==> src/card_uart_pkg.sv <==
// Constants for the card UART host I/O and modem pin block
package card_uart_pkg;
  // Modem status fields
  localparam int MSR_DCTS = 0;
  localparam int MSR_DDSR = 1;
  localparam int MSR_DDCD = 3;
  localparam int MSR_CTS = 4;
  localparam int MSR_DSR = 5;
  localparam int MSR_DCD = 7;
  // Modem control, FIFO control and enable fields
  localparam int MCR_TREADY = 0;
  localparam int MCR_LOOP = 4;
  localparam int FCR_AUTORTS = 4;
  localparam int FCR_EXT64 = 5;
  localparam int FCR_TRIG_LO = 6;
  localparam int IER_MSTAT = 3;
  localparam int CFG_READY = 0;
  localparam int CFG_COMPORT = 1;
  // Host I/O register indices
  localparam logic [2:0] IO_IER = 3'h1;
  localparam logic [2:0] IO_FCR = 3'h2;
  localparam logic [2:0] IO_MCR = 3'h4;
  localparam logic [2:0] IO_MSR = 3'h6;
  // Bus byte offsets; UART registers sit at index times four
  localparam logic [7:0] OFF_IER = 8'h04;
  localparam logic [7:0] OFF_FCR = 8'h08;
  localparam logic [7:0] OFF_MCR = 8'h10;
  localparam logic [7:0] OFF_MSR = 8'h18;
  localparam logic [7:0] OFF_CFG = 8'h20;
  localparam logic [7:0] OFF_STAT = 8'h24;
  // Reset values
  localparam logic [7:0] MCR_RST = 8'h00;
  localparam logic [7:0] FCR_RST = 8'h00;
  localparam logic [7:0] IER_RST = 8'h00;
  localparam logic [7:0] CFG_RST = 8'h00;
  localparam logic [6:0] COM_BASE_DEF = 7'h7F;
  // FIFO depths and receiver trigger levels
  localparam logic [6:0] DEPTH_STD = 7'h10;
  localparam logic [6:0] DEPTH_EXT = 7'h40;
  localparam logic [6:0] TRIG_STD1 = 7'h04;
  localparam logic [6:0] TRIG_STD2 = 7'h08;
  localparam logic [6:0] TRIG_STD3 = 7'h0E;
  localparam logic [6:0] TRIG_EXT1 = 7'h10;
  localparam logic [6:0] TRIG_EXT2 = 7'h20;
  localparam logic [6:0] TRIG_EXT3 = 7'h38;
  localparam logic [6:0] TRIG_ONE = 7'h01;
  // Pin synchroniser: modem, extend, strobes, address, data
  localparam int SYNC_W = 28;
  localparam logic [SYNC_W-1:0] SYNC_RST = 28'hFFC0000;
endpackage

==> src/card_uart_host_io.sv <==
// Host I/O decode and modem control and status pins of the card UART
//
// The AHB-Lite slave port and the register offsets were decided locally.
`timescale 1ns/1ps
`default_nettype none
// Overview of operation
// - Clear-to-send level shows in status bit 4; bit 0 flags its changes.
// - Carrier-detect level shows in status bit 7; bit 3 flags its changes.
// - Data-set-ready level shows in status bit 5; bit 1 flags its changes.
// - Reading modem status clears the change flags.
// - Enabled modem-status interrupt fires on any modem input change.
// - Terminal-ready output goes low when control bit 0 is one and loop bit 4 is zero.
// - Terminal-ready is inactive on reset, in loop mode, or bit 0 clear.
// - Extend pin high gives 16-byte FIFOs.
// - Extend pin low with FIFO control bit 5 gives 64 bytes, rescaled triggers.
// - Auto request-to-send only with extend low and FIFO control bit 4.
// - Ten-bit host address; UART at bits 0-2 or bits 0-9 as a port.
// - Eight-bit host data bus, driven only during host reads.
// - Input acknowledge goes low while answering a host I/O read.
// - Host interrupt request low on service need; busy low before ready.
// - Host attribute write raises a subsystem interrupt pulse.
module card_uart_host_io
  import card_uart_pkg::*;
#(
  parameter logic [6:0] COM_BASE = COM_BASE_DEF
) (
  // Clock and reset
  input wire logic hclk,
  input wire logic hresetn,
  // AHB-Lite slave
  input wire logic hsel,
  input wire logic [31:0] haddr,
  input wire logic [1:0] htrans,
  input wire logic hwrite,
  input wire logic [2:0] hsize,
  input wire logic [31:0] hwdata,
  input wire logic hready,
  output logic hreadyout,
  output logic hresp,
  output logic [31:0] hrdata,
  // Host card pins
  input wire logic [9:0] host_address_bus,
  input wire logic [7:0] host_data_bus_in,
  output logic [7:0] host_data_bus_out,
  output logic host_data_bus_oe,
  input wire logic card_en1_n,
  input wire logic card_en2_n,
  input wire logic attr_sel_n,
  input wire logic io_rd_n,
  input wire logic io_wr_n,
  input wire logic mem_wr_n,
  output logic in_ack_n,
  output logic host_irq_n,
  // Subsystem side
  output logic subsys_irq,
  output logic auto_rts_en,
  output logic [6:0] fifo_depth,
  output logic [6:0] rx_trigger,
  // Modem pins
  input wire logic clear_to_send_n,
  input wire logic carrier_detect_n,
  input wire logic set_ready_n,
  input wire logic fifo_extend,
  output logic term_ready_n
);

  logic [SYNC_W-1:0] meta_reg;
  logic [SYNC_W-1:0] sync_reg;
  logic cts_s, dcd_s, dsr_s, ext_s, iord_s, iowr_s, we_s;
  logic reg_s, ce1_s, ce2_s;
  logic [9:0] ha_s;
  logic [7:0] hd_s;
  logic [7:0] mcr_reg, fcr_reg, ier_reg, cfg_reg;
  logic [2:0] lvl_q_reg, delta_reg, lvl, change;
  logic [7:0] msr_val;
  logic card_sel, addr_hit, io_rd, io_wr, attr_wr;
  logic io_rd_q_reg, io_wr_q_reg, attr_wr_q_reg;
  logic rd_start, wr_start, msr_clr;
  logic [7:0] host_rdata_reg;
  logic drive_reg;
  logic ireq_n_reg, subsys_irq_reg;
  logic ahb_go, ahb_rd, ahb_wr_reg;
  logic [7:0] ahb_addr_reg;
  logic [31:0] hrdata_reg;
  logic ext64;

  // Both stages take the whole vector; logic reads only the second
  always_ff @(posedge hclk or negedge hresetn) begin
    if (!hresetn) begin
      meta_reg <= SYNC_RST;
      sync_reg <= SYNC_RST;
    end else begin
      meta_reg <= {clear_to_send_n, carrier_detect_n, set_ready_n,
                   fifo_extend, io_rd_n, io_wr_n, mem_wr_n, attr_sel_n,
                   card_en1_n, card_en2_n, host_address_bus,
                   host_data_bus_in};
      sync_reg <= meta_reg;
    end
  end

  assign {cts_s, dcd_s, dsr_s, ext_s, iord_s, iowr_s, we_s, reg_s,
          ce1_s, ce2_s, ha_s, hd_s} = sync_reg;

  function automatic logic [7:0] uart_read(input logic [2:0] idx,
      input logic [7:0] modem_status_reg, input logic [7:0] modem_control_reg,
      input logic [7:0] fifo_control_reg, input logic [7:0] ier);
    case (idx)
      IO_IER: uart_read = ier;
      IO_FCR: uart_read = fifo_control_reg;
      IO_MCR: uart_read = modem_control_reg;
      IO_MSR: uart_read = modem_status_reg;
      default: uart_read = 8'h00;
    endcase
  endfunction

  function automatic logic [6:0] trig_level(input logic ext,
      input logic [1:0] sel);
    case (sel)
      2'h0: trig_level = TRIG_ONE;
      2'h1: trig_level = ext ? TRIG_EXT1 : TRIG_STD1;
      2'h2: trig_level = ext ? TRIG_EXT2 : TRIG_STD2;
      default: trig_level = ext ? TRIG_EXT3 : TRIG_STD3;
    endcase
  endfunction

  // Modem levels, active low at the pins
  assign lvl = {~dcd_s, ~dsr_s, ~cts_s};
  assign change = lvl ^ lvl_q_reg;

  always_ff @(posedge hclk or negedge hresetn) begin
    if (!hresetn) begin
      lvl_q_reg <= 3'h0;
    end else begin
      lvl_q_reg <= lvl;
    end
  end

  // A change in the clearing cycle is kept: set beats clear
  always_ff @(posedge hclk or negedge hresetn) begin
    if (!hresetn) begin
      delta_reg <= 3'h0;
    end else begin
      delta_reg <= (delta_reg & ~{3{msr_clr}}) | change;
    end
  end

  always_comb begin
    msr_val = 8'h00;
    msr_val[MSR_CTS] = lvl[0];
    msr_val[MSR_DCTS] = delta_reg[0];
    msr_val[MSR_DSR] = lvl[1];
    msr_val[MSR_DDSR] = delta_reg[1];
    msr_val[MSR_DCD] = lvl[2];
    msr_val[MSR_DDCD] = delta_reg[2];
  end

  // Host cycle qualification
  assign card_sel = ~reg_s & (~ce1_s | ~ce2_s);
  assign addr_hit = cfg_reg[CFG_COMPORT] ? (ha_s[9:3] == COM_BASE)
                                         : 1'b1;
  assign io_rd = card_sel & addr_hit & ~iord_s;
  assign io_wr = card_sel & addr_hit & ~iowr_s;
  assign attr_wr = card_sel & ~we_s;
  assign rd_start = io_rd & ~io_rd_q_reg;
  assign wr_start = io_wr & ~io_wr_q_reg;

  always_ff @(posedge hclk or negedge hresetn) begin
    if (!hresetn) begin
      io_rd_q_reg <= 1'b0;
      io_wr_q_reg <= 1'b0;
      attr_wr_q_reg <= 1'b0;
    end else begin
      io_rd_q_reg <= io_rd;
      io_wr_q_reg <= io_wr;
      attr_wr_q_reg <= attr_wr;
    end
  end

  // Read data is captured once per strobe so flags clear exactly once
  always_ff @(posedge hclk or negedge hresetn) begin
    if (!hresetn) begin
      host_rdata_reg <= 8'h00;
      drive_reg <= 1'b0;
    end else begin
      drive_reg <= io_rd;
      if (rd_start) begin
        host_rdata_reg <= uart_read(ha_s[2:0], msr_val, mcr_reg,
                                    fcr_reg, ier_reg);
      end
    end
  end

  assign host_data_bus_out = host_rdata_reg;
  assign host_data_bus_oe = drive_reg;
  assign in_ack_n = ~drive_reg;

  // AHB-Lite slave, zero wait states
  assign ahb_go = hsel & htrans[1] & hready;
  assign ahb_rd = ahb_go & ~hwrite;
  assign msr_clr = (rd_start & (ha_s[2:0] == IO_MSR))
                 | (ahb_rd & (haddr[7:0] == OFF_MSR));

  always_ff @(posedge hclk or negedge hresetn) begin
    if (!hresetn) begin
      ahb_wr_reg <= 1'b0;
      ahb_addr_reg <= 8'h00;
      hrdata_reg <= 32'h0;
    end else begin
      ahb_wr_reg <= ahb_go & hwrite;
      ahb_addr_reg <= haddr[7:0];
      hrdata_reg <= 32'h0;
      if (ahb_rd && haddr[31:8] == 24'h0) begin
        case (haddr[7:0])
          OFF_IER, OFF_FCR, OFF_MCR, OFF_MSR:
            hrdata_reg <= {24'h0, uart_read(haddr[4:2], msr_val,
                           mcr_reg, fcr_reg, ier_reg)};
          OFF_CFG: hrdata_reg <= {24'h0, cfg_reg};
          OFF_STAT: hrdata_reg <= {16'h0, 1'b0, rx_trigger,
                                   auto_rts_en, fifo_depth};
          default: hrdata_reg <= 32'h0;
        endcase
      end
    end
  end

  assign hrdata = hrdata_reg;
  assign hreadyout = 1'b1;
  assign hresp = 1'b0;

  // Control registers; a bus write wins over a host write
  always_ff @(posedge hclk or negedge hresetn) begin
    if (!hresetn) begin
      mcr_reg <= MCR_RST;
      fcr_reg <= FCR_RST;
      ier_reg <= IER_RST;
      cfg_reg <= CFG_RST;
    end else if (ahb_wr_reg) begin
      case (ahb_addr_reg)
        OFF_IER: ier_reg <= hwdata[7:0];
        OFF_FCR: fcr_reg <= hwdata[7:0];
        OFF_MCR: mcr_reg <= hwdata[7:0];
        OFF_CFG: cfg_reg <= hwdata[7:0];
        default: cfg_reg <= cfg_reg;
      endcase
    end else if (wr_start) begin
      case (ha_s[2:0])
        IO_IER: ier_reg <= hd_s;
        IO_FCR: fcr_reg <= hd_s;
        IO_MCR: mcr_reg <= hd_s;
        default: ier_reg <= ier_reg;
      endcase
    end
  end

  // Loop mode keeps the modem line quiet
  assign term_ready_n = ~(mcr_reg[MCR_TREADY] &
                          ~mcr_reg[MCR_LOOP]);

  // FIFO mode
  assign ext64 = ~ext_s & fcr_reg[FCR_EXT64];
  assign fifo_depth = ext64 ? DEPTH_EXT : DEPTH_STD;
  assign rx_trigger = trig_level(ext64,
                                 fcr_reg[FCR_TRIG_LO+1:FCR_TRIG_LO]);
  assign auto_rts_en = ~ext_s & fcr_reg[FCR_AUTORTS];

  // Busy (low) until the subsystem marks the card ready
  always_ff @(posedge hclk or negedge hresetn) begin
    if (!hresetn) begin
      ireq_n_reg <= 1'b0;
      subsys_irq_reg <= 1'b0;
    end else begin
      ireq_n_reg <= cfg_reg[CFG_READY] ?
                    ~(ier_reg[IER_MSTAT] & |delta_reg) : 1'b0;
      subsys_irq_reg <= attr_wr & ~attr_wr_q_reg;
    end
  end

  assign host_irq_n = ireq_n_reg;
  assign subsys_irq = subsys_irq_reg;

  chk_cts_delta_set: assert property (@(posedge hclk) disable iff (!hresetn)
    change[0] |=> delta_reg[0] && msr_val[MSR_DCTS])
    else $error("cts change not flagged");
  chk_dcd_level: assert property (@(posedge hclk) disable iff (!hresetn)
    $fell(dcd_s) |-> msr_val[MSR_DCD] ##1 msr_val[MSR_DDCD])
    else $error("dcd level or flag wrong");
  chk_dsr_delta_set: assert property (@(posedge hclk) disable iff (!hresetn)
    $changed(dsr_s) |=> msr_val[MSR_DDSR])
    else $error("dsr change not flagged");
  chk_msr_read_clear: assert property (@(posedge hclk)
    disable iff (!hresetn)
    msr_clr && change == 3'h0 |=> delta_reg == 3'h0)
    else $error("delta flags not cleared");
  chk_ms_irq: assert property (@(posedge hclk) disable iff (!hresetn)
    cfg_reg[CFG_READY] && ier_reg[IER_MSTAT] && change[1]
    |-> ##2 !host_irq_n)
    else $error("modem interrupt missing");
  chk_busy_low: assert property (@(posedge hclk) disable iff (!hresetn)
    !$past(cfg_reg[CFG_READY]) |-> !host_irq_n)
    else $error("busy not shown");
  chk_term_ready: assert property (@(posedge hclk) disable iff (!hresetn)
    !term_ready_n |-> mcr_reg[MCR_TREADY] && !mcr_reg[MCR_LOOP])
    else $error("terminal ready wrong");
  chk_fifo_mode: assert property (@(posedge hclk) disable iff (!hresetn)
    ext_s |-> fifo_depth == DEPTH_STD && !auto_rts_en
    && rx_trigger != TRIG_EXT3)
    else $error("extend pin ignored");
  chk_ext_depth: assert property (@(posedge hclk) disable iff (!hresetn)
    !ext_s && fcr_reg[FCR_EXT64] |-> fifo_depth == DEPTH_EXT)
    else $error("extended depth missing");
  chk_read_drive: assert property (@(posedge hclk) disable iff (!hresetn)
    rd_start |=> host_data_bus_oe && !in_ack_n)
    else $error("read not answered");
  chk_idle_bus: assert property (@(posedge hclk) disable iff (!hresetn)
    !card_sel |=> !host_data_bus_oe && in_ack_n)
    else $error("bus driven while deselected");
  chk_attr_irq: assert property (@(posedge hclk) disable iff (!hresetn)
    attr_wr && !attr_wr_q_reg |=> subsys_irq ##1 !subsys_irq)
    else $error("attribute write interrupt wrong");
  chk_com_decode: assert property (@(posedge hclk) disable iff (!hresetn)
    cfg_reg[CFG_COMPORT] && ha_s[9:3] != COM_BASE |-> !io_rd)
    else $error("port decode wrong");

endmodule
`default_nettype wire

==> config.mk <==
export PLATFORM = sky130hd
export DESIGN_NAME = card_uart_host_io
export DESIGN_NICKNAME = d
export VERILOG_FILES = /design/src/card_uart_pkg.sv /design/src/card_uart_host_io.sv
export SDC_FILE = /design/constraint.sdc
export NUM_CORES = 1
export LEC_CHECK = 0
export BUFFER_PORTS_ARGS = -buffer_cell sky130_fd_sc_hd__buf_2
export CAP_MARGIN = 25
export CORE_ASPECT_RATIO = 1.1
export CORE_MARGIN = 4
export CORE_UTILIZATION = 30
export CTS_CLUSTER_DIAMETER = 200
export DETAILED_ROUTE_END_ITERATION = 7
export PLACE_DENSITY_LB_ADDON = 0.15
export REMOVE_ABC_BUFFERS = 1
export SLEW_MARGIN = 20
export SYNTH_ARGS = -nofsm -noshare
export SYNTH_HDL_FRONTEND = slang
export SYNTH_SLANG_ARGS = --single-unit
==> constraint.sdc <==
create_clock -name hclk -period 4.1 [get_ports hclk]
set_input_delay 0.41 -clock hclk [delete_from_list [all_inputs] [get_ports hclk]]
set_output_delay 0.41 -clock hclk [all_outputs]
set_load 0.1 [all_outputs]
### Yosys cells after proc, flatten, opt, wreduce, memory -nomap -nowiden

Index checks and enable logic that the tools add are counted.

| operators by class | value |
|---|---|
| eq/ne operators | 24 |
| multiplexer cells | 23 |
| bitwise operators | 41 |
| reductions and logical operators | 13 |

Operator list:

| kind | count |
|---|---|
| 2-to-1 mux 8 bit | 12 |
| one-hot mux 8 bit (4 select lines) | 2 |
| one-hot mux 15 bit (3 select lines) | 1 |
| equality test 8 x 5 -> 1 bit, second input constant | 3 |
| equality test 8 x 6 -> 1 bit, second input constant | 3 |
| logical NOT 24 bit | 1 |
| one-hot mux 7 bit (3 select lines) | 1 |
| bitwise AND 1 bit | 18 |
| inverter 1 bit | 17 |
| equality test 8 x 3 -> 1 bit, second input constant | 2 |
| equality test 8 x 4 -> 1 bit, second input constant | 2 |
| 2-to-1 mux 15 bit | 1 |
| equality test 3 bit, second input constant | 4 |
| 2-to-1 mux 6 bit | 2 |
| AND reduction 3 bit | 3 |
| nonzero test 2 bit | 4 |
| equality test 7 bit, second input constant | 1 |
| 2-to-1 mux 7 bit | 1 |
| equality test 3 x 1 -> 1 bit, second input constant | 2 |
| equality test 3 x 2 -> 1 bit, second input constant | 2 |
| != test 2 x 1 -> 1 bit, second input constant | 3 |
| 2-to-1 mux 5 bit | 1 |
| OR reduction 4 bit | 1 |
| bitwise AND 3 bit | 1 |
| other kinds (11) | 13 |

| word-level totals | value |
|---|---|
| register bits | 148 |
| output and inout port bits | 62 |
| logic and storage cells | 118 |

### Longest topological paths before layout

Gate-level depths: netlist of the first run.

| depth | value |
|---|---|
| word-level depth | 11 |
| depth in mapped cells | 6 |

### Least setup slack after synthesis of the first run

No wires, ideal clock.

| path | value |
|---|---|
| path type | reg2out |
| start point | register sync_reg[24] |
| end point | output port rx_trigger[1] |
| arrival time | 2.251 ns |
| data required time | 3.690 ns |
| slack | 1.439 ns |
| cell stages (with the launch flop) | 3 |
| path buffers | 0 |
| cell sequence | dfstp_2 > nand2b_1 > and3_1 |

| between the ends | value |
|---|---|
| longest elaborated chain between the ends | 4 |

Ends and longest elaborated chain:

| what | line | source |
|---|---|---|
| start: declaration | card_uart_host_io.sv:68 | `logic [SYNC_W-1:0] sync_reg;` |
| start signal: assignment | card_uart_host_io.sv:97 | `sync_reg <= meta_reg;` |
| inverter 1 bit | card_uart_host_io.sv:260 | `assign ext64 = ~ext_s & fcr_reg[FCR_EXT64];` |
| bitwise AND 1 bit | card_uart_host_io.sv:260 |  |
| 2-to-1 mux 6 bit | card_uart_host_io.sv:122 | `default: trig_level = ext ? TRIG_EXT3 : TRIG_STD3;` |
| one-hot mux 7 bit (3 select lines) | card_uart_host_io.sv:118 | `case (sel)` |
| end: declaration | card_uart_host_io.sv:58 | `output logic [6:0] rx_trigger,` |

No other way between the ends.

### Worst setup path in the final report of the first run

| path | value |
|---|---|
| start point | register sync_reg[19] |
| end point | register mcr_reg[3] |

| between the ends | value |
|---|---|
| longest elaborated chain between the ends | 8 |

Ends and longest elaborated chain:

| what | line | source |
|---|---|---|
| inverter 1 bit | card_uart_host_io.sv:158 | `assign card_sel = ~reg_s & (~ce1_s \| ~ce2_s);` |
| bitwise OR 1 bit | card_uart_host_io.sv:158 |  |
| bitwise AND 1 bit | card_uart_host_io.sv:158 |  |
| bitwise AND 1 bit (2 in series) | card_uart_host_io.sv:162 | `assign io_wr = card_sel & addr_hit & ~iowr_s;` |
| bitwise AND 1 bit | card_uart_host_io.sv:165 | `assign wr_start = io_wr & ~io_wr_q_reg;` |
| nonzero test 2 bit (no source line) | n/a |  |
| AND reduction 3 bit (no source line) | n/a |  |
| end signal: assignment | card_uart_host_io.sv:241 | `OFF_MCR: mcr_reg <= hwdata[7:0];` |
| end signal: assignment | card_uart_host_io.sv:249 | `IO_MCR: mcr_reg <= hd_s;` |
| end: declaration | card_uart_host_io.sv:73 | `logic [7:0] mcr_reg, fcr_reg, ier_reg, cfg_reg;` |

No other way between the ends.
A chain may end at the register's enable or synchronous reset.

==> results.json, run 1 <==
{
  "status": "finished, final reports clean",
  "grt_pass1_vias": 3570,
  "vias": 3411,
  "cts_sinks": 130,
  "overflow": 0,
  "critPathLaunchType": "flop",
  "yosys.cell_count.top_type": "dfrtp_1",
  "worstRegToRegCells": 4,
  "synthFlopType": "dfrtp_1",
  "syn_area_um2": 5280,
  "grt_setup_unrepaired": "no",
  "max_cap_violations": 0,
  "h-tree-depth": 4,
  "ys_seq_elements": 130,
  "p_leak_uw": 0.00302,
  "drive_gt1_frac": 0.432,
  "antenna_cells": 0,
  "post-route-drc-count": 0,
  "root_buffer": "clkbuf_16",
  "fin_crit_ns": 2.57,
  "holdPathStages": 1,
  "post-route-period-util": 0.626,
  "yosysTopAreaCell": "dfrtp_1",
  "critPathMaxFanout": 8,
  "clk_path_buf_depth": 2,
  "yosys-top-cells-area": "dfrtp_1, mux2_2, dfstp_2",
  "antenna_found_initial": 0,
  "clk_latency_ns": 0.41,
  "peakVddDrop_mv": 0.279,
  "r2r-end": "mcr_reg[3]$_DFFE_PN0P_",
  "synth_top_family_by_area": "multiplexers",
  "viasPerCell": 4.54,
  "area_growth_pct": 25.0,
  "synth_edf_count": 0,
  "io_buffers": 109,
  "row_count": 50,
  "grt_pass1_wl_mm": 20.1,
  "finalClockSkew_ns": 0.00986,
  "synthAdderAreaFrac": 0,
  "dieArea_um2": 19800,
  "slew_violations": 0,
  "fin_nets": 607,
  "die_w_um": 134,
  "async_flop_share": 1.00,
  "yosys.area_share.simple": 0.122,
  "grt_max_degree": 129,
  "ios": 164,
  "cp-end-kind": "flop",
  "synth_common_cells": "dfrtp_1, mux2_2, buf_4",
  "synthMuxAreaShare": 0.124,
  "finalSetupViolCount": 0,
  "power.density_nw_per_um2": 535,
  "hold_end": "meta_reg[21]$_DFF_PN1_",
  "fin_ws_ns": 1.53,
  "tightest_slew_ns": 0.948,
  "syn_inst": 389,
  "drt_iter0_drc": 211,
  "gp_congestion": 0.817,
  "ant_nets": 0,
  "synthXorXnorAreaFrac": 0.00498,
  "core_area_um2": 17100,
  "grt_use_total": 0.135,
  "reg2reg_setup_slack_ns": 1.53,
  "critPathKind": "flop to flop",
  "synth-compound-area-share": 0.0721,
  "worstHoldStart": "mem_wr_n",
  "numCtsBuffers": 17,
  "clock.fmax_mhz": 390,
  "wirelength_mm": 12.6,
  "start_util": 0.308,
  "hold_viol": 0,
  "setup_tns_ns": 0,
  "fp.dieH_um": 147,
  "r2r_start": "sync_reg[19]$_DFF_PN1_",
  "dp_slack_ns": 1.53,
  "required_ns": 4.39,
  "max_slew_margin": 0.362,
  "dpl.hpwl_mm": 9.05,
  "clkTransAtPathRegs_ns": 0.06,
  "arrival_ns": 2.86,
  "synth_top_area_share": 0.522,
  "wl_per_cell_um": 16.7,
  "cp-startpoint": "sync_reg[19]$_DFF_PN1_",
  "hp-class": "primary input to flop",
  "yosys_warnings": 0,
  "yosysSeqAreaShare": 0.621,
  "synth_cell_types": 56,
  "cts_tree": "built",
  "syn_avg_cell_area_um2": 13.6,
  "drt_pass1_iterations": 4
}
[worst max-delay path by stage]
stage | to | slack (ns) | cells past startpoint
finish | mcr_reg[3]$_DFFE_PN0P_ | 1.53 | 4
global route | mcr_reg[3]$_DFFE_PN0P_ | 1.43 | 5
CTS | mcr_reg[3]$_DFFE_PN0P_ | 1.53 | 5
detailed placement | mcr_reg[0]$_DFFE_PN0P_ | 1.53 | 5
global placement | hrdata[12]$_DFF_PN0_ | 1.60 | 5
floorplan | rx_trigger[4] | 0.86 | 3
[critical path, cell delays in order (launching register included)]
cell	delay (ns)
dfstp_2	0.36
a21o_1	0.25
nor4_1	0.74
a32o_1	0.69
mux2_2	0.40
[logic make-up (layout without fill, tap and decap cells)]
family          after synthesis  after routing
mux                          59             59
compound gates               54             54
flops                       130            130
buf+inv                      44            149
xor+xnor                      3              3
other cells                   2             26
simple gates                 97             97
[layer usage]
metal,up-vias,global-route usage,routed length [um]
met3,13,0.0380,676
met4,0,0.0519,209
met1,1713,0.172,5390
met2,104,0.217,6310
met5,-,0,0
li1,1581,-,-
[cell usage in the layout, fill, tap and decap left out, drive strengths merged, types with 2 or more instances in the layout]
cell type,n
buf,111
dfrtp,110
mux2,52
conb,26
clkbuf,24
dfstp,20
nor4,12
nor2,11
nand2,11
a21oi,11
and2,10
nor2b,10
nand3b,9
a22oi,8
inv,8
nand2b,7
mux2i,7
o22ai,6
o21ai,6
nor3,5
clkinv,5
nand4,4
a21o,4
and4b,3
a211o,3
xnor2,3
nand3,2
a211oi,2
or2,2
a2111oi,2
a221oi,2
or4b,2
o2bb2ai,2
a31oi,2
or3b,2
[final cells by class]
class,count,area [um^2]
tap,234,293
clock buffer,24,557
inverter,5,18.8
clock inverter,8,56.3
sequential,130,3280
timing repair buffer,112,586
fill,1694,10500
multi-input combinational,239,1810
[stage by stage]
stage | utilization | total power [uW] | instances | hold slack (ns) | cell area (um^2)
final | 0.385 | 3530 | 752 | 0.0927 | 6600
after global routing | 0.385 | 3680 | 752 | 0.0638 | 6600
after CTS | 0.385 | 3580 | 752 | 0.0715 | 6600
after detailed placement | 0.349 | 2060 | 719 | 0.335 | 5970
after global placement | 0.348 | 2050 | 719 | 0.334 | 5970
after floorplan | - | 1890 | 374 | 0.114 | 5100
[power by group]
group	internal [uW]	switching, uW	total (uW)	leakage (uW)
Clock	954	549	1500	0.000308
Sequential	1390	70.7	1460	0.00158
Combinational	137	435	572	0.00114
Total	2480	1060	3530	0.00302
[timing repair]
item                      CTS  global route
buffers inserted            0             0
hold buffers                1             0
hold endpoints to repair    2             0
resized for setup           0             0
(Power assumes the default switching activity.)
==> run 2: changes to the inputs <==
Clock period 4.1 ns to 2.5 ns, I/O delays scaled along.
==> run 2 against run 1 <==
  * Global-route usage rose by 0.14 points
  * Clock-buffer cell count did not move
  * Power rose by 64%
  * Clock power rose by 61%
  * Clock skew fell by 0.0010 ns
  * Critical path depth did not move
  * Die area did not move
  * Via count rose by 4.4%
  * Sequential power rose by 64%
  * Critical path type is now flop to output pin
  * Critical endpoint is now rx_trigger[5]
==> results.json, run 2 (synthesized netlist as in run 1, its figures left out) <==
{
  "fin_util": 0.409,
  "clk_latency_ns": 0.41,
  "status": "finished, final reports clean",
  "critPathLaunchType": "flop",
  "post-route-period-util": 0.803,
  "placed_area_um2": 6090,
  "p_int_uw": 4060,
  "clock.fmax_mhz": 498,
  "grt_use_total": 0.136,
  "io_buffers": 109,
  "seq_power_share": 0.412,
  "grt_busiest_layer": "met2",
  "power.density_nw_per_um2": 828,
  "ant_nets": 0,
  "cpMaxStageDelayCell": "buf_2",
  "gp_congestion": 0.822,
  "crit_buf_inv": 2,
  "p_leak_uw": 0.00322,
  "clk_path_buf_depth": 2,
  "p_clk_frac": 0.417,
  "critPathKind": "flop to output pin",
  "core_area_um2": 17100,
  "wirelength_mm": 12.8,
  "use_met1": 0.179,
  "row_count": 50,
  "drive_gt1_frac": 0.416,
  "arrival_ns": 1.76,
  "grt_pass1_vias": 3725,
  "crit_chain": "nand2b_1 > inv_1 > and2_1 > buf_2",
  "dieArea_um2": 19800,
  "area_growth_pct": 33.0,
  "fin_crit_ns": 2.01,
  "root_buffer": "clkbuf_16",
  "drt_iter0_drc": 186,
  "design_area_um2": 7020,
  "cts_sinks": 130,
  "cts_tree": "built",
  "fillCellCount": 1666,
  "cp-end-kind": "output pin",
  "viasPerCell": 4.47,
  "final_common_cell": "dfrtp_1",
  "fin_nets": 652,
  "die_w_um": 134,
  "max_cap_violations": 0,
  "grt_use_met3": 0.0377,
  "peakVddDrop_mv": 0.467,
  "start_util": 0.308,
  "setup_tns_ns": 0,
  "antenna_cells": 0,
  "grt.met2_usage": 0.220,
  "p_sw_uw": 1750,
  "dpl.hpwl_mm": 9.42,
  "hold_ws_ns": 0.0797,
  "numCtsBuffers": 17,
  "finalSetupViolCount": 0,
  "grt_setup_unrepaired": "no",
  "cp_top_family": "buffers and inverters",
  "fp.dieH_um": 147,
  "clkTransAtPathRegs_ns": 0.06,
  "grt_pass1_wl_mm": 20.6,
  "slew_violations": 0,
  "mostFrequentLayoutCells": "dfrtp_1, buf_2, mux2_2",
  "grt_max_degree": 46,
  "antenna_found_initial": 0,
  "swShare": 0.301,
  "finalClockSkew_ns": 0.00885,
  "h-tree-depth": 4,
  "power_uw": 5810,
  "post-route-drc-count": 0,
  "tightest_slew_ns": 0.632,
  "overflow": 0,
  "max_stage_delay_ns": 0.43,
  "vias": 3561,
  "required_ns": 2.25,
  "cts-resized-gates": 0,
  "hold_viol": 0,
  "ios": 164,
  "max_slew_margin": 0.568,
  "pwr-share-comb": 0.171,
  "drt_pass1_iterations": 4,
  "critPathMaxFanout": 5,
  "wl_per_cell_um": 16.0,
  "hp-class": "primary input to flop"
}
-- run 2: cell types whose count changed in the layout (fill, tap and decap cells not counted), moves of 3 or more --
cell           change
inv_4              +3
buf_4             +11
clkinv_2           -3
dlygate4sd3_1     +32
-- run 2: final cells by class --
| cell class | count | area [um^2] | area share |
|---|---|---|---|
| tap | 234 | 293 | 0.0417 |
| multi-input combinational | 239 | 1800 | 0.257 |
| sequential | 130 | 3280 | 0.467 |
| clock buffer | 24 | 537 | 0.0765 |
| timing repair buffer | 157 | 1030 | 0.147 |
| clock inverter | 8 | 60.1 | 0.00856 |
| inverter | 5 | 18.8 | 0.00267 |
-- run 2: power by group through the flow --
| stage | sequential [uW] | combinational (uW) | clock, uW |
|---|---|---|---|
| 3_3_place_gp | 2420 | 956 | 0 |
| 5_1_grt | 2410 | 1060 | 2600 |
| 2_1_floorplan | 2570 | 537 | 0 |
| 6_report | 2390 | 993 | 2420 |
| 3_5_place_dp | 2430 | 964 | 0 |
| 4_1_cts | 2390 | 1000 | 2500 |
-- run 2: repair_timing --
item	CTS	global route
hold buffers	33	0
hold endpoints to repair	56	0
setup buffers	0	0
-- run 2: layer usage --
metal,vias to the layer above,share of wire
met5,-,0
met4,0,0.013
met3,16,0.044
met2,93,0.50
met1,1773,0.45
li1,1679,-
-- run 2: metrics by stage --
step | cells | worst slack, ns
2_1_floorplan | 374 | -0.721
3_3_place_gp | 732 | 0.515
3_5_place_dp | 732 | 0.498
4_1_cts | 797 | 0.466
5_1_grt | 797 | 0.371
6_report | 797 | 0.493
-- run 2: worst paths after layout --
kind	startpoint	end	slack, ns	depth (start not counted)
max	fcr_reg[5]$_DFFE_PN0P_	rx_trigger[5]	0.49	4
min	hwdata[4]	cfg_reg[4]$_DFFE_PN0P_	0.08	2
max reg2reg	ahb_wr_reg$_DFF_PN0_	fcr_reg[2]$_DFFE_PN0P_	0.55	4
min reg2reg	meta_reg[15]$_DFF_PN0_	sync_reg[15]$_DFF_PN0_	0.34	0
max in group asynchronous	hresetn	ahb_wr_reg$_DFF_PN0_	1.40	3
min in group asynchronous	hresetn	host_irq_n$_DFF_PN0_	0.39	2
==> run 3: changes to the inputs <==
Clock period 2.5 ns to 1.9 ns, I/O delays scaled along.
==> run 3 against run 2 <==
  * Global-route usage up 0.33 points
  * Clock-buffer cell count is 6 lower
  * Flip-flop and latch count is the same
  * Core utilization rose by 1.2 points
  * Routed wire length rose by 3.8%
  * Non-clock buffer count increased by 14
  * Cell count increased by 1.8%
  * Via count up 1.3%
  * Critical path type is now flop to flop
  * Largest power group is now sequential cells
  * Highest routed layer unchanged
==> results.json, run 3 (synthesized netlist as in run 1, its figures left out) <==
{
  "status": "finished, final reports clean",
  "worstHoldStart": "hwdata[6]",
  "die_w_um": 134,
  "p_sw_uw": 2430,
  "power.density_nw_per_um2": 1050,
  "io_buffers": 109,
  "drt_pass1_iterations": 4,
  "cp-startpoint": "ahb_wr_reg$_DFF_PN0_",
  "grt_max_degree": 36,
  "mostFrequentLayoutCells": "dfrtp_1, buf_2, mux2_2",
  "post-route-period-util": 0.972,
  "wirelength_mm": 13.3,
  "finalSetupViolCount": 0,
  "grt_pass1_vias": 3879,
  "dpl.hpwl_mm": 9.61,
  "fin_ws_ns": 0.0534,
  "arrival_ns": 2.14,
  "clkTransAtPathRegs_ns": 0.06,
  "p_clk_frac": 0.408,
  "fin_crit_ns": 1.85,
  "max_cap_violations": 0,
  "drive_gt1_frac": 0.447,
  "worstRegToRegCells": 5,
  "hp-class": "primary input to flop",
  "critPathKind": "flop to flop",
  "cts_sinks": 130,
  "post-route-drc-count": 0,
  "ios": 164,
  "gp_congestion": 0.790,
  "swShare": 0.320,
  "clk_path_buf_depth": 2,
  "drt_iter0_drc": 177,
  "h-tree-depth": 4,
  "wl_per_cell_um": 16.4,
  "numCtsBuffers": 17,
  "required_ns": 2.19,
  "start_util": 0.308,
  "final_common_cell": "dfrtp_1",
  "place_inst": 746,
  "cts_setup_buffers": 0,
  "viasPerCell": 4.45,
  "cts_tree": "built",
  "critPathMaxFanout": 8,
  "dp_slack_ns": -0.0760,
  "r2r_start": "ahb_wr_reg$_DFF_PN0_",
  "clk_latency_ns": 0.41,
  "antenna_found_initial": 0,
  "grt_pass1_wl_mm": 21.3,
  "grt_use_total": 0.139,
  "core_area_um2": 17100,
  "peakVddDrop_mv": 0.588,
  "p_leak_uw": 0.00331,
  "instances_no_fill": 811,
  "hold_viol": 0,
  "vias": 3609,
  "row_count": 50,
  "p_int_uw": 5160,
  "fin_nets": 666,
  "root_buffer": "clkbuf_16",
  "fp.dieH_um": 147,
  "finalClockSkew_ns": 0.00587,
  "dieArea_um2": 19800,
  "antenna_cells": 0,
  "holdPathStages": 2,
  "pwr-share-comb": 0.177,
  "setup_tns_ns": 0,
  "critPathLaunchType": "flop",
  "fin_util": 0.421,
  "clock.fmax_mhz": 542,
  "seq_power_share": 0.415,
  "area_growth_pct": 36.8,
  "slew_violations": 0,
  "cp-end-kind": "flop",
  "overflow": 0,
  "ant_nets": 0
}
## run 3: cell types whose count changed in the layout (fill, tap and decap cells not counted), sizes merged
cell,change
inv,+7
clkinv,-2
buf,+14
clkinvlp,+1
clkbuf,-6
## run 3: metal layers
metal	track usage	vias up	share of wire
li1	-	1702	-
met1	0.181	1790	0.44
met2	0.230	98	0.50
met3	0.0312	19	0.047
met4	0.0479	0	0.016
met5	0	-	0
## run 3: stage by stage
stage                     cell area, um^2  total power [uW]  hold WS (ns)
after global routing                 7220              7940        0.0185
after detailed placement             6260              4490         0.188
final                                7220              7590        0.0270
after global placement               6260              4470         0.181
after floorplan                      5100              4090        -0.106
after CTS                            7170              7690        0.0111
## run 3: power by group through the flow
stage / registers, uW / clock network [uW] / logic, uW
5_1_grt: 3170 / 3340 / 1430
3_3_place_gp: 3190 / 0 / 1280
6_report: 3150 / 3090 / 1350
2_1_floorplan: 3380 / 0 / 707
4_1_cts: 3150 / 3190 / 1350
3_5_place_dp: 3200 / 0 / 1290
## run 3: final timing paths
path                                         endpoint  slack, ns
setup / recovery               mcr_reg[4]$_DFFE_PN0P_       0.05
hold / removal                 cfg_reg[6]$_DFFE_PN0P_       0.03
setup reg to reg               mcr_reg[4]$_DFFE_PN0P_       0.05
hold reg to reg                 sync_reg[9]$_DFF_PN0_       0.35
max in group asynchronous      meta_reg[24]$_DFF_PN1_       1.01
min in group asynchronous  host_data_bus_oe$_DFF_PN0_       0.28
## run 3: area by class of cell
cell class,instances,area (um^2)
Clock inverter,14,116
Clock buffer,18,450
Multi-Input combinational cell,239,1850
Tap cell,234,293
Timing Repair Buffer,171,1210
Sequential cell,130,3280
Fill cell,1669,9920
Inverter,5,18.8
## run 3: timing repair
action | 4_1_cts | 5_1_grt
endpoints found under the hold margin | 49 | 0
endpoints found under the setup margin | 20 | 29
pin swaps | 1 | 1
hold buffers | 33 | 0
resized for setup | 6 | 10
## run 3: worst max-delay path, stage by stage, from the launching register on
cell     delay, ns
dfrtp_2       0.44
or3b_4        0.47
nor4_4        0.16
a32o_2        0.19
buf_12        0.14
mux2_1        0.33
